**config.mk**
```make
export PLATFORM = sky130hd
export DESIGN_NAME = dcc_top
export DESIGN_NICKNAME = d
export VERILOG_FILES = /design/src/dcc_pkg.sv /design/src/dcc_top.sv /design/src/dcc_channel.sv
export SDC_FILE = /design/constraint.sdc
export NUM_CORES = 1
export LEC_CHECK = 0
export BUFFER_PORTS_ARGS = -buffer_cell sky130_fd_sc_hd__clkbuf_2
export CAP_MARGIN = 20
export CORE_MARGIN = 4
export CORE_UTILIZATION = 52
export CTS_CLUSTER_DIAMETER = 120
export DETAILED_ROUTE_END_ITERATION = 7
export GPL_TIMING_DRIVEN = 0
export PLACE_DENSITY = 0.75
export SETUP_SLACK_MARGIN = 0.05
export SLEW_MARGIN = 20
export SYNTH_ARGS = -nofsm -noshare
export SYNTH_HDL_FRONTEND = slang
export SYNTH_SLANG_ARGS = --single-unit
```
**constraint.sdc**
```tcl
create_clock -name clk_sys -period 10.6 [get_ports clk_sys]
set_clock_uncertainty 0.2 [all_clocks]
set_input_delay 1.06 -clock clk_sys [delete_from_list [all_inputs] [get_ports clk_sys]]
set_output_delay 1.06 -clock clk_sys [all_outputs]
set_load 0.02 [all_outputs]
```
**src/dcc_pkg.sv**
```systemverilog
/*
 * Constants shared by the DMA channel control block: bit positions of the
 * channel control word, register offsets, reset values and transfer counts.
 * Assumes a 32-bit classic Wishbone register bus and a 250 MHz system clock.
 */
package dcc_pkg;

    // ----------------------------------------------------------------
    // channel count and transfer sizing
    // ----------------------------------------------------------------
    localparam int NUM_CH = 4;
    localparam int CH_W = 2;
    localparam int CNT_W = 8;
    // bus transactions that make up one block
    localparam logic [CNT_W-1:0] BLOCK_TXNS = 8'h04;

    // ----------------------------------------------------------------
    // channel control word layout
    // ----------------------------------------------------------------
    localparam int BIT_BUSY = 15;
    localparam int BIT_DIR = 8;
    localparam int BIT_ON = 7;
    localparam int BIT_ALLOW = 6;
    localparam int BIT_PERMIT = 5;
    localparam int BIT_AUTO = 4;
    localparam int BIT_SEEN = 2;
    localparam int PRI_LSB = 0;
    localparam int PRI_W = 2;
    localparam logic [PRI_W-1:0] PRI_RST = 2'h0;

    // ----------------------------------------------------------------
    // register map (byte addresses)
    // ----------------------------------------------------------------
    localparam int ADR_W = 8;
    localparam logic [ADR_W-1:0] CTRL_BASE = 8'h00;
    localparam logic [ADR_W-1:0] INT_STAT_OFS = 8'h40;
    localparam logic [ADR_W-1:0] INT_MASK_OFS = 8'h44;
    localparam int INT_W = 2 * NUM_CH;
    localparam logic [INT_W-1:0] INT_RST = 8'h00;

    typedef enum logic [0:0] {ENG_IDLE, ENG_RUN} dcc_eng_e;

endpackage

```
**src/dcc_top.sv**
```systemverilog
/*
 * DMA channel control block: per-channel control words, priority arbiter,
 * a one-at-a-time transaction engine on the system bus, chaining between
 * neighbours and an interrupt status/mask pair, all behind classic Wishbone.
 * Assumes event inputs are one-cycle pulses synchronous to clk_sys and that
 * the system bus answers each transaction with a one-cycle xfer_ack.
 */
// What this block does
// RL1: busy bit reads channel active or enabled
// RL2: direction bit picks which neighbour chains us
// RL3: direction ignored unless chaining is permitted
// RL4: enable bit turns the channel on/off
// RL5: events while off registered only if allowed
// RL6: chain permit allows neighbour completion to enable
// RL7: auto bit keeps channel on after block
// RL8: event flag reads one after detected event
// RL9: two-bit priority, three highest, zero lowest
// RL10: disable finishes running transaction before suspending
// RL11: unimplemented control bits read zero, ignore writes
// RL12: highest priority wins, ties to lower channel
// RL13: control bits reset to zero, channel off
`timescale 1ns/1ps
`default_nettype none

module dcc_top
    import dcc_pkg::*;
(
    input wire logic clk_sys,
    input wire logic rst,
    input wire logic wb_cyc_i,
    input wire logic wb_stb_i,
    input wire logic wb_we_i,
    input wire logic [ADR_W-1:0] wb_adr_i,
    input wire logic [3:0] wb_sel_i,
    input wire logic [31:0] wb_dat_i,
    output logic [31:0] wb_dat_o,
    output logic wb_ack_o,
    input wire logic [NUM_CH-1:0] start_evt,
    input wire logic [NUM_CH-1:0] abort_evt,
    output logic xfer_req,
    output logic [CH_W-1:0] xfer_chan,
    input wire logic xfer_ack,
    output logic irq
);

    logic ack_q;
    logic [31:0] rdat_q;
    logic [INT_W-1:0] int_stat_q, int_mask_q, int_set;
    dcc_eng_e eng_q;
    logic [CH_W-1:0] chan_q;
    logic [NUM_CH-1:0] req, dir, done, abort_seen, chain_src, active, wr_ch;
    logic [31:0] ctrl_rd [NUM_CH];
    logic [PRI_W-1:0] prio [NUM_CH];
    logic [31:0] wr_merged;
    logic bus_req, wr_go, any_req;
    logic [CH_W-1:0] win;
    logic [PRI_W-1:0] win_prio;
    logic [ADR_W-1:0] ctrl_end;

    // ----------------------------------------------------------------
    // wishbone slave: ack one cycle after the request, write on that edge
    // ----------------------------------------------------------------
    assign bus_req = wb_cyc_i & wb_stb_i;
    assign wr_go = bus_req & wb_we_i & ack_q;
    assign wb_ack_o = ack_q;
    assign wb_dat_o = rdat_q;
    assign ctrl_end = CTRL_BASE + ADR_W'(4 * NUM_CH);

    always_ff @(posedge clk_sys or posedge rst) begin
        if (rst) begin
            ack_q <= 1'b0;
        end else begin
            ack_q <= bus_req & ~ack_q;
        end
    end

    always_ff @(posedge clk_sys or posedge rst) begin
        if (rst) begin
            rdat_q <= 32'h0000_0000;
        end else if (bus_req && !ack_q) begin
            if (wb_adr_i >= CTRL_BASE && wb_adr_i < ctrl_end) begin
                rdat_q <= ctrl_rd[wb_adr_i[CH_W+1:2]];
            end else if (wb_adr_i == INT_STAT_OFS) begin
                rdat_q <= {24'h000000, int_stat_q};
            end else if (wb_adr_i == INT_MASK_OFS) begin
                rdat_q <= {24'h000000, int_mask_q};
            end else begin
                rdat_q <= 32'h0000_0000;
            end
        end
    end

    // only the low two byte lanes hold control bits; busy is never written
    always_comb begin
        wr_merged = ctrl_rd[wb_adr_i[CH_W+1:2]];
        if (wb_sel_i[0]) begin
            wr_merged[7:0] = wb_dat_i[7:0];
        end
        if (wb_sel_i[1]) begin
            wr_merged[15:8] = wb_dat_i[15:8];
        end
    end

    // ----------------------------------------------------------------
    // channels and chaining
    // ----------------------------------------------------------------
    for (genvar i = 0; i < NUM_CH; i++) begin : g_ch
        assign wr_ch[i] = wr_go && wb_adr_i >= CTRL_BASE && wb_adr_i < ctrl_end
                          && wb_adr_i[CH_W+1:2] == CH_W'(i);
        assign active[i] = (eng_q == ENG_RUN) && chan_q == CH_W'(i);
        if (i == 0) begin : g_first
            assign chain_src[i] = dir[i] ? done[i+1] : 1'b0;          // [RL2]
        end else if (i == NUM_CH - 1) begin : g_last
            assign chain_src[i] = dir[i] ? 1'b0 : done[i-1];          // [RL2]
        end else begin : g_mid
            assign chain_src[i] = dir[i] ? done[i+1] : done[i-1];     // [RL2]
        end

        dcc_channel u_ch (
            .clk_sys(clk_sys),
            .rst(rst),
            .wr_en(wr_ch[i]),
            .wr_data(wr_merged),
            .start_evt(start_evt[i]),
            .abort_evt(abort_evt[i]),
            .chain_src(chain_src[i]),
            .active(active[i]),
            .txn_done(xfer_ack),
            .ctrl_rd(ctrl_rd[i]),
            .req(req[i]),
            .prio(prio[i]),
            .dir(dir[i]),
            .block_done(done[i]),
            .abort_seen(abort_seen[i])
        );

        AST_PRIO_WIN: assert property (@(posedge clk_sys) disable iff (rst) // [RL12]
            eng_q == ENG_IDLE && req[i] |-> win_prio >= prio[i] && req[win])
            else $error("lower priority channel granted");
        AST_TIE_LOW: assert property (@(posedge clk_sys) disable iff (rst) // [RL12]
            eng_q == ENG_IDLE && req[i] && prio[i] == win_prio |-> win <= CH_W'(i))
            else $error("tie not broken to lower channel");
        AST_SUSPEND_BUSY: assert property (@(posedge clk_sys) disable iff (rst) // [RL10]
            active[i] && !xfer_ack |=> active[i] && ctrl_rd[i][BIT_BUSY])
            else $error("channel left a running transaction");
    end

    // ----------------------------------------------------------------
    // arbiter: strict greater-than keeps the lower channel on a tie
    // ----------------------------------------------------------------
    always_comb begin
        any_req = 1'b0;
        win = '0;
        win_prio = '0;
        for (int i = 0; i < NUM_CH; i++) begin
            if (req[i] && (!any_req || prio[i] > win_prio)) begin     // [RL12]
                any_req = 1'b1;
                win = CH_W'(i);
                win_prio = prio[i];
            end
        end
    end

    // ----------------------------------------------------------------
    // transaction engine: one bus transaction at a time, never cut short
    // ----------------------------------------------------------------
    always_ff @(posedge clk_sys or posedge rst) begin
        if (rst) begin
            eng_q <= ENG_IDLE;
            chan_q <= '0;
        end else begin
            unique case (eng_q)
                ENG_IDLE: begin
                    if (any_req) begin
                        eng_q <= ENG_RUN;
                        chan_q <= win;
                    end
                end
                ENG_RUN: begin
                    if (xfer_ack) begin
                        eng_q <= ENG_IDLE;                            // [RL10]
                    end
                end
            endcase
        end
    end

    assign xfer_req = (eng_q == ENG_RUN);
    assign xfer_chan = chan_q;

    // ----------------------------------------------------------------
    // interrupts: block done in low bits, abort in high bits
    // ----------------------------------------------------------------
    assign int_set = {abort_seen, done};

    always_ff @(posedge clk_sys or posedge rst) begin
        if (rst) begin
            int_stat_q <= INT_RST;
        end else begin
            for (int b = 0; b < INT_W; b++) begin
                if (int_set[b]) begin
                    int_stat_q[b] <= 1'b1;
                end else if (wr_go && wb_adr_i == INT_STAT_OFS && wb_sel_i[0] && wb_dat_i[b]) begin
                    int_stat_q[b] <= 1'b0;
                end
            end
        end
    end

    always_ff @(posedge clk_sys or posedge rst) begin
        if (rst) begin
            int_mask_q <= INT_RST;
        end else if (wr_go && wb_adr_i == INT_MASK_OFS && wb_sel_i[0]) begin
            int_mask_q <= wb_dat_i[INT_W-1:0];
        end
    end

    assign irq = |(int_stat_q & int_mask_q);

    AST_WB_ACK: assert property (@(posedge clk_sys) disable iff (rst)
        bus_req && !ack_q |=> ack_q ##1 !ack_q) else $error("bus ack not one cycle after request");
    AST_ENG_HOLD: assert property (@(posedge clk_sys) disable iff (rst) // [RL10]
        xfer_req && !xfer_ack |=> xfer_req && $stable(xfer_chan)) else $error("transaction dropped early");

    // ----------------------------------------------------------------
    // engine, bus and status checks
    // ----------------------------------------------------------------
    AST_GRANT: assert property (@(posedge clk_sys) disable iff (rst) // [RL12]
        eng_q == ENG_IDLE && any_req |=> xfer_req && xfer_chan == $past(win)) else $error("winner not granted");
    AST_NO_GRANT: assert property (@(posedge clk_sys) disable iff (rst) // [RL4]
        eng_q == ENG_IDLE && !any_req |=> !xfer_req) else $error("transaction without request");
    AST_IDLE_GAP: assert property (@(posedge clk_sys) disable iff (rst) // [RL10]
        xfer_req && xfer_ack |=> !xfer_req) else $error("no idle cycle after transaction");
    // a same-cycle clear must never swallow a fresh event
    AST_STAT_SET: assert property (@(posedge clk_sys) disable iff (rst)
        |int_set |=> (int_stat_q & $past(int_set)) == $past(int_set)) else $error("status event lost");
    AST_ACK_CAUSE: assert property (@(posedge clk_sys) disable iff (rst)
        wb_ack_o |-> $past(bus_req)) else $error("bus ack without request");

endmodule

`default_nettype wire

```
**src/dcc_channel.sv**
```systemverilog
/*
 * One DMA channel's control word and sequencing: enable, chaining, event
 * capture, block counting and the busy indication.
 * Assumes the engine marks it active while a bus transaction runs for it and
 * pulses txn_done once per finished transaction.
 */
`timescale 1ns/1ps
`default_nettype none

module dcc_channel
    import dcc_pkg::*;
(
    input wire logic clk_sys,
    input wire logic rst,
    input wire logic wr_en,
    input wire logic [31:0] wr_data,
    input wire logic start_evt,
    input wire logic abort_evt,
    input wire logic chain_src,
    input wire logic active,
    input wire logic txn_done,
    output logic [31:0] ctrl_rd,
    output logic req,
    output logic [PRI_W-1:0] prio,
    output logic dir,
    output logic block_done,
    output logic abort_seen
);

    logic on_q, dir_q, allow_q, permit_q, auto_q, seen_q, pending_q;
    logic [PRI_W-1:0] prio_q;
    logic [CNT_W-1:0] cnt_q;
    logic accept, start_ok, abort_ok, chain_hit, busy;

    assign accept = on_q | allow_q;                                  // [RL5]
    assign start_ok = start_evt & accept;                             // [RL5]
    assign abort_ok = abort_evt & accept;                             // [RL5]
    // direction only matters through this gate
    assign chain_hit = chain_src & permit_q;                          // [RL3] [RL6]
    assign block_done = txn_done & active & ~abort_ok & (cnt_q == BLOCK_TXNS - 8'h01);
    assign abort_seen = abort_ok;
    // a suspended channel keeps busy until its running transaction ends
    assign busy = on_q | active;                                      // [RL1] [RL10]
    assign req = on_q & pending_q;                                    // [RL4] [RL10]
    assign prio = prio_q;
    assign dir = dir_q;

    // ----------------------------------------------------------------
    // enable: a chain start wins over a clearing write
    // ----------------------------------------------------------------
    always_ff @(posedge clk_sys or posedge rst) begin
        if (rst) begin
            on_q <= 1'b0;                                             // [RL13]
        end else if (chain_hit) begin
            on_q <= 1'b1;                                             // [RL6]
        end else if (wr_en) begin
            on_q <= wr_data[BIT_ON];                                  // [RL4]
        end else if (block_done && !auto_q) begin
            on_q <= 1'b0;                                             // [RL7]
        end
    end

    always_ff @(posedge clk_sys or posedge rst) begin
        if (rst) begin
            dir_q <= 1'b0;                                            // [RL13]
            allow_q <= 1'b0;
            permit_q <= 1'b0;
            auto_q <= 1'b0;
            prio_q <= PRI_RST;
        end else if (wr_en) begin
            dir_q <= wr_data[BIT_DIR];
            allow_q <= wr_data[BIT_ALLOW];
            permit_q <= wr_data[BIT_PERMIT];
            auto_q <= wr_data[BIT_AUTO];
            prio_q <= wr_data[PRI_LSB +: PRI_W];                      // [RL9]
        end
    end

    // ----------------------------------------------------------------
    // pending start, event flag and block counter
    // ----------------------------------------------------------------
    always_ff @(posedge clk_sys or posedge rst) begin
        if (rst) begin
            pending_q <= 1'b0;
        end else if (abort_ok) begin
            pending_q <= 1'b0;
        end else if (start_ok) begin
            pending_q <= 1'b1;
        end else if (block_done) begin
            pending_q <= 1'b0;
        end
    end

    always_ff @(posedge clk_sys or posedge rst) begin
        if (rst) begin
            seen_q <= 1'b0;
        end else if (abort_ok) begin
            // abort beats a start in the same cycle, as it does for pending
            seen_q <= 1'b0;
        end else if (start_ok) begin
            seen_q <= 1'b1;                                           // [RL8]
        end else if (block_done || abort_ok) begin
            seen_q <= 1'b0;
        end
    end

    always_ff @(posedge clk_sys or posedge rst) begin
        if (rst) begin
            cnt_q <= '0;
        end else if (abort_ok || block_done) begin
            cnt_q <= '0;
        end else if (txn_done && active && pending_q) begin
            // a transaction still running when an abort lands must not count toward the next block
            cnt_q <= cnt_q + 8'h01;
        end
    end

    always_comb begin
        ctrl_rd = 32'h0000_0000;                                      // [RL11]
        ctrl_rd[BIT_BUSY] = busy;
        ctrl_rd[BIT_DIR] = dir_q;
        ctrl_rd[BIT_ON] = on_q;
        ctrl_rd[BIT_ALLOW] = allow_q;
        ctrl_rd[BIT_PERMIT] = permit_q;
        ctrl_rd[BIT_AUTO] = auto_q;
        ctrl_rd[BIT_SEEN] = seen_q;
        ctrl_rd[PRI_LSB +: PRI_W] = prio_q;
    end

    // ----------------------------------------------------------------
    // checks
    // ----------------------------------------------------------------
    AST_BUSY_WHEN_ON: assert property (@(posedge clk_sys) disable iff (rst) // [RL1]
        on_q |-> ctrl_rd[BIT_BUSY]) else $error("busy low while channel on");
    AST_BUSY_CLEARS: assert property (@(posedge clk_sys) disable iff (rst) // [RL1]
        !on_q && !active |-> !ctrl_rd[BIT_BUSY]) else $error("busy high while idle and off");
    AST_AUTO_OFF: assert property (@(posedge clk_sys) disable iff (rst) // [RL7]
        block_done && !auto_q && !chain_hit && !wr_en |=> !on_q) else $error("channel stayed on after block");
    AST_AUTO_KEEP: assert property (@(posedge clk_sys) disable iff (rst) // [RL7]
        on_q && block_done && auto_q && !wr_en |=> on_q) else $error("auto enable lost on block end");
    AST_CHAIN_ON: assert property (@(posedge clk_sys) disable iff (rst) // [RL6]
        chain_src && permit_q |=> on_q) else $error("chained start ignored");
    AST_NO_CHAIN: assert property (@(posedge clk_sys) disable iff (rst) // [RL6]
        !permit_q && !on_q && !wr_en |=> !on_q) else $error("channel enabled without permit");
    AST_EVT_SEEN: assert property (@(posedge clk_sys) disable iff (rst) // [RL8]
        start_evt && accept && !abort_evt |=> ctrl_rd[BIT_SEEN] && pending_q) else $error("start event not recorded");
    AST_EVT_IGNORED: assert property (@(posedge clk_sys) disable iff (rst) // [RL5]
        start_evt && !on_q && !allow_q && !seen_q && !pending_q |=> !seen_q && !pending_q)
        else $error("start event taken while off");
    AST_RSVD_ZERO: assert property (@(posedge clk_sys) disable iff (rst) // [RL11]
        ctrl_rd[31:16] == 16'h0000 && ctrl_rd[14:9] == 6'h00 && !ctrl_rd[3]) else $error("reserved bit set");

endmodule

`default_nettype wire

```
==> run summary <==
Status -> finished, final reports clean
Post-DP HPWL -> 9390 um
Req. time, crit path -> 10.64 ns
First-pass GRT wire length -> 19700 um
Count of final hold-check violations -> 0
Pleak -> 2.94 nW
FF+latch count, synth -> 98
Chip height -> 109 um
Hold path start -> wb_dat_o[5]$_DFFE_PP0P_
R2r setup slk -> 6.17 ns
Total grt overflow -> 0
Num CTS Buffers -> 9
Final min period -> 4.43 ns
Most common cell after layout, fill and taps aside -> dfrtp_1
Critical Path AT -> 4.47 ns
CTS sink cnt -> 98
Seq/Total Area, Yosys -> 0.465
WHS -> 0.285 ns
Cell depth of the worst hold path -> 2
Final period util -> 0.418
Most frequent cells in the layout -> dfrtp_1, nor2_1, nand2_1
Share of layout cells above drive strength 1 -> 0.230
Largest net degree at the start of global routing -> 78
Vias in the first global route -> 3956
CTS root buffer -> clkbuf_8
Post-DRT Antenna Nets -> 0
Setup TNS -> 0 ns
# port buffers -> 45
CP max stage delay -> 0.49 ns
Unrepaired setup endpoints after global routing -> no
Cts repair resizes -> 0
Via density -> 5.70
Top-area cell type share of the netlist area -> 0.465
Reg2reg end -> xfer_chan[1]$_DFFE_PP0P_
Longest Clk Path Bufs -> 2
Row cnt -> 36
Initial antenna violation count -> 0
Fin. max-slew vios -> 0
Syn avg cell area -> 10.1 um^2
H-tree levels -> 3
Pwr Density -> 128 mW/mm^2
DIE WIDTH -> 109 um
Die area -> 0.0118 mm^2
Total Routing Usage GR -> 0.215
Initial Util -> 0.537
Setup ws final -> 6.17 ns
DRT Pass-1 Iters -> 5
Hold endpoint -> wb_dat_o[5]$_DFFE_PP0P_
Core Footprint -> 0.00982 mm^2
Antenna cells -> 0
Ys async rst share -> 1.00
Hold Crit Class -> reg -> reg
Initial DRC Count -> 286
Slew headroom -> 0.562
I/O pin count -> 95
Yosys cell types -> 56
Critical Path End Type -> register
Reg2Reg Depth -> 17
Worst reg2reg startpoint -> g_ch[0].u_ch.on_q$_DFFE_PP0P_
WL final -> 12500 um
CP max-delay cell -> dfrtp_1
Total Nets Final -> 668
Peak supply drop -> 0.000111 V
Post-CTS setup buffers -> 0
Syn-to-layout area delta -> 14.2%
Dominant cells by area after synthesis -> dfrtp_1, nor2_1, nand2_1, mux2i_1, a21oi_1
WL/cell -> 16.9 um
Crit path kind -> reg -> reg
Gpl congestion -> 0.917
Post-synthesis cell area -> 0.00528 mm^2
Achievable frequency -> 226 MHz
Ordered cell list for the critical path -> and2_1 > nand2_1 > ha_1 > nor2b_1 > o21ai_0 > or2_2 > a32oi_1 > ha_1 > nand2_1 > o21ai_0 > a21oi_1 > mux2_2 > ha_1 > nor2b_1 > o21ai_0 > nor4b_1 > nor2_1
CP max FO -> 7
Hold buffers post-CTS -> 0
FILL cells -> 854
Max-Cap Viols -> 0
Clock Latency Late Sink -> 0.37 ns
Post-Syn Instances -> 522
Largest area contributor in the netlist -> dfrtp_1
Vias -> 4210
Yosys warning count -> 0
Drt drc -> 0
Synth Flop Type -> dfrtp_1
CTS tree -> yes
Worst-Margin Slew -> 0.651 ns
Pre-CTS setup slack -> 6.29 ns
Number of synthesized flops with an enable pin -> 0
Worst-path clk slew -> 0.10 ns
Startpoint Class -> register
Final setup vio count -> 0
## final cells by class
type / instances / area [um^2] / area share
multi-input cells: 398 / 2620 / 0.434
well taps: 133 / 166 / 0.0276
clock buffers: 11 / 141 / 0.0234
plain buffers: 37 / 251 / 0.0417
clock inverters: 5 / 108 / 0.0178
flip-flops and latches: 98 / 2450 / 0.407
repair buffers: 46 / 253 / 0.0419
inverters: 10 / 42.5 / 0.00706
## layer usage
| layer | share of wire | GRT usage | vias to the layer above |
|---|---|---|---|
| met5 | 0 | 0 | - |
| met4 | 0.011 | 0.0622 | 0 |
| met3 | 0.069 | 0.0480 | 15 |
| met2 | 0.46 | 0.336 | 151 |
| met1 | 0.46 | 0.304 | 2079 |
| li1 | - | - | 1965 |
## how the worst max path moves through the flow
stage	from	end	slack, ns	cells after the start
4_1_cts	g_ch[0].u_ch.on_q$_DFFE_PP0P_	xfer_chan[1]$_DFFE_PP0P_	6.23	17
3_5_place_dp	g_ch[0].u_ch.on_q$_DFFE_PP0P_	xfer_chan[1]$_DFFE_PP0P_	6.29	17
3_3_place_gp	rst	int_mask_q[4]$_DFFE_PP0P_	5.71	2
6_report	g_ch[0].u_ch.on_q$_DFFE_PP0P_	xfer_chan[1]$_DFFE_PP0P_	6.17	17
5_1_grt	g_ch[0].u_ch.on_q$_DFFE_PP0P_	xfer_chan[1]$_DFFE_PP0P_	5.75	17
2_1_floorplan	rst	g_ch[0].u_ch.allow_q$_DFFE_PP0P_	6.78	1
## through the flow
stage | power [W] | util | cells | area, um^2
floorplan | 0.000455 | - | 543 | 5360
global placement | 0.000476 | 0.585 | 721 | 5750
detailed placement | 0.000480 | 0.589 | 722 | 5780
CTS | 0.000776 | 0.614 | 738 | 6030
global route | 0.000801 | 0.614 | 738 | 6030
finish | 0.000773 | 0.614 | 738 | 6030
## synthesized netlist by cell type (4+ instances only)
| cell | count |
|---|---|
| dfrtp_1 | 98 |
| nor2_1 | 60 |
| nand2_1 | 58 |
| a21oi_1 | 41 |
| o21ai_0 | 31 |
| buf_4 | 24 |
| mux2i_1 | 21 |
| xor2_1 | 21 |
| nand4_1 | 15 |
| mux2_2 | 11 |
| nand3_1 | 11 |
| ha_1 | 10 |
| inv_1 | 9 |
| and3_1 | 7 |
| mux4_2 | 7 |
| nor3_1 | 7 |
| buf_2 | 6 |
| xnor2_1 | 6 |
| a22oi_1 | 5 |
| clkbuf_1 | 5 |
| nor4b_1 | 5 |
| a21bo_2 | 4 |
| a31o_2 | 4 |
## logic make-up after synthesis
kind of cell,Yosys count,share of synthesized area
simple gates,198,0.203
compound gates,102,0.115
flops,98,0.465
buf+inv,47,0.0548
mux,39,0.0932
xor+xnor,27,0.0448
fa+ha+maj,10,0.0237
other cells,1,0.000711
## power by group
part	switching, W	leakage [nW]	internal, W
clock network	0.000135	0.125	0.000165
logic	0.0000416	1.46	0.0000301
registers	0.0000151	1.36	0.000387
## flip-flops by register name, indices dropped and copies added (netlist names)
signal               flops
g_ch.u_ch.allow_q        4
g_ch.u_ch.auto_q         4
g_ch.u_ch.cnt_q         32
g_ch.u_ch.dir            4
g_ch.u_ch.on_q           4
g_ch.u_ch.pending_q      4
g_ch.u_ch.permit_q       4
g_ch.u_ch.prio           8
g_ch.u_ch.seen_q         4
int_mask_q               8
int_stat_q               8
wb_ack_o                 1
wb_dat_o                10
xfer_chan                2
xfer_req                 1
## critical path: cells and delay by family (launching register included)
| kind | cells | cell delay (ns) |
|---|---|---|
| adder cells (fa/ha/maj) | 3 | 0.87 |
| multiplexers | 1 | 0.39 |
| AO/OA/AOI/OAI | 5 | 0.97 |
| AND/OR/NAND/NOR | 8 | 1.36 |
| flip-flops | 1 | 0.49 |
(Power assumes the default switching activity.)
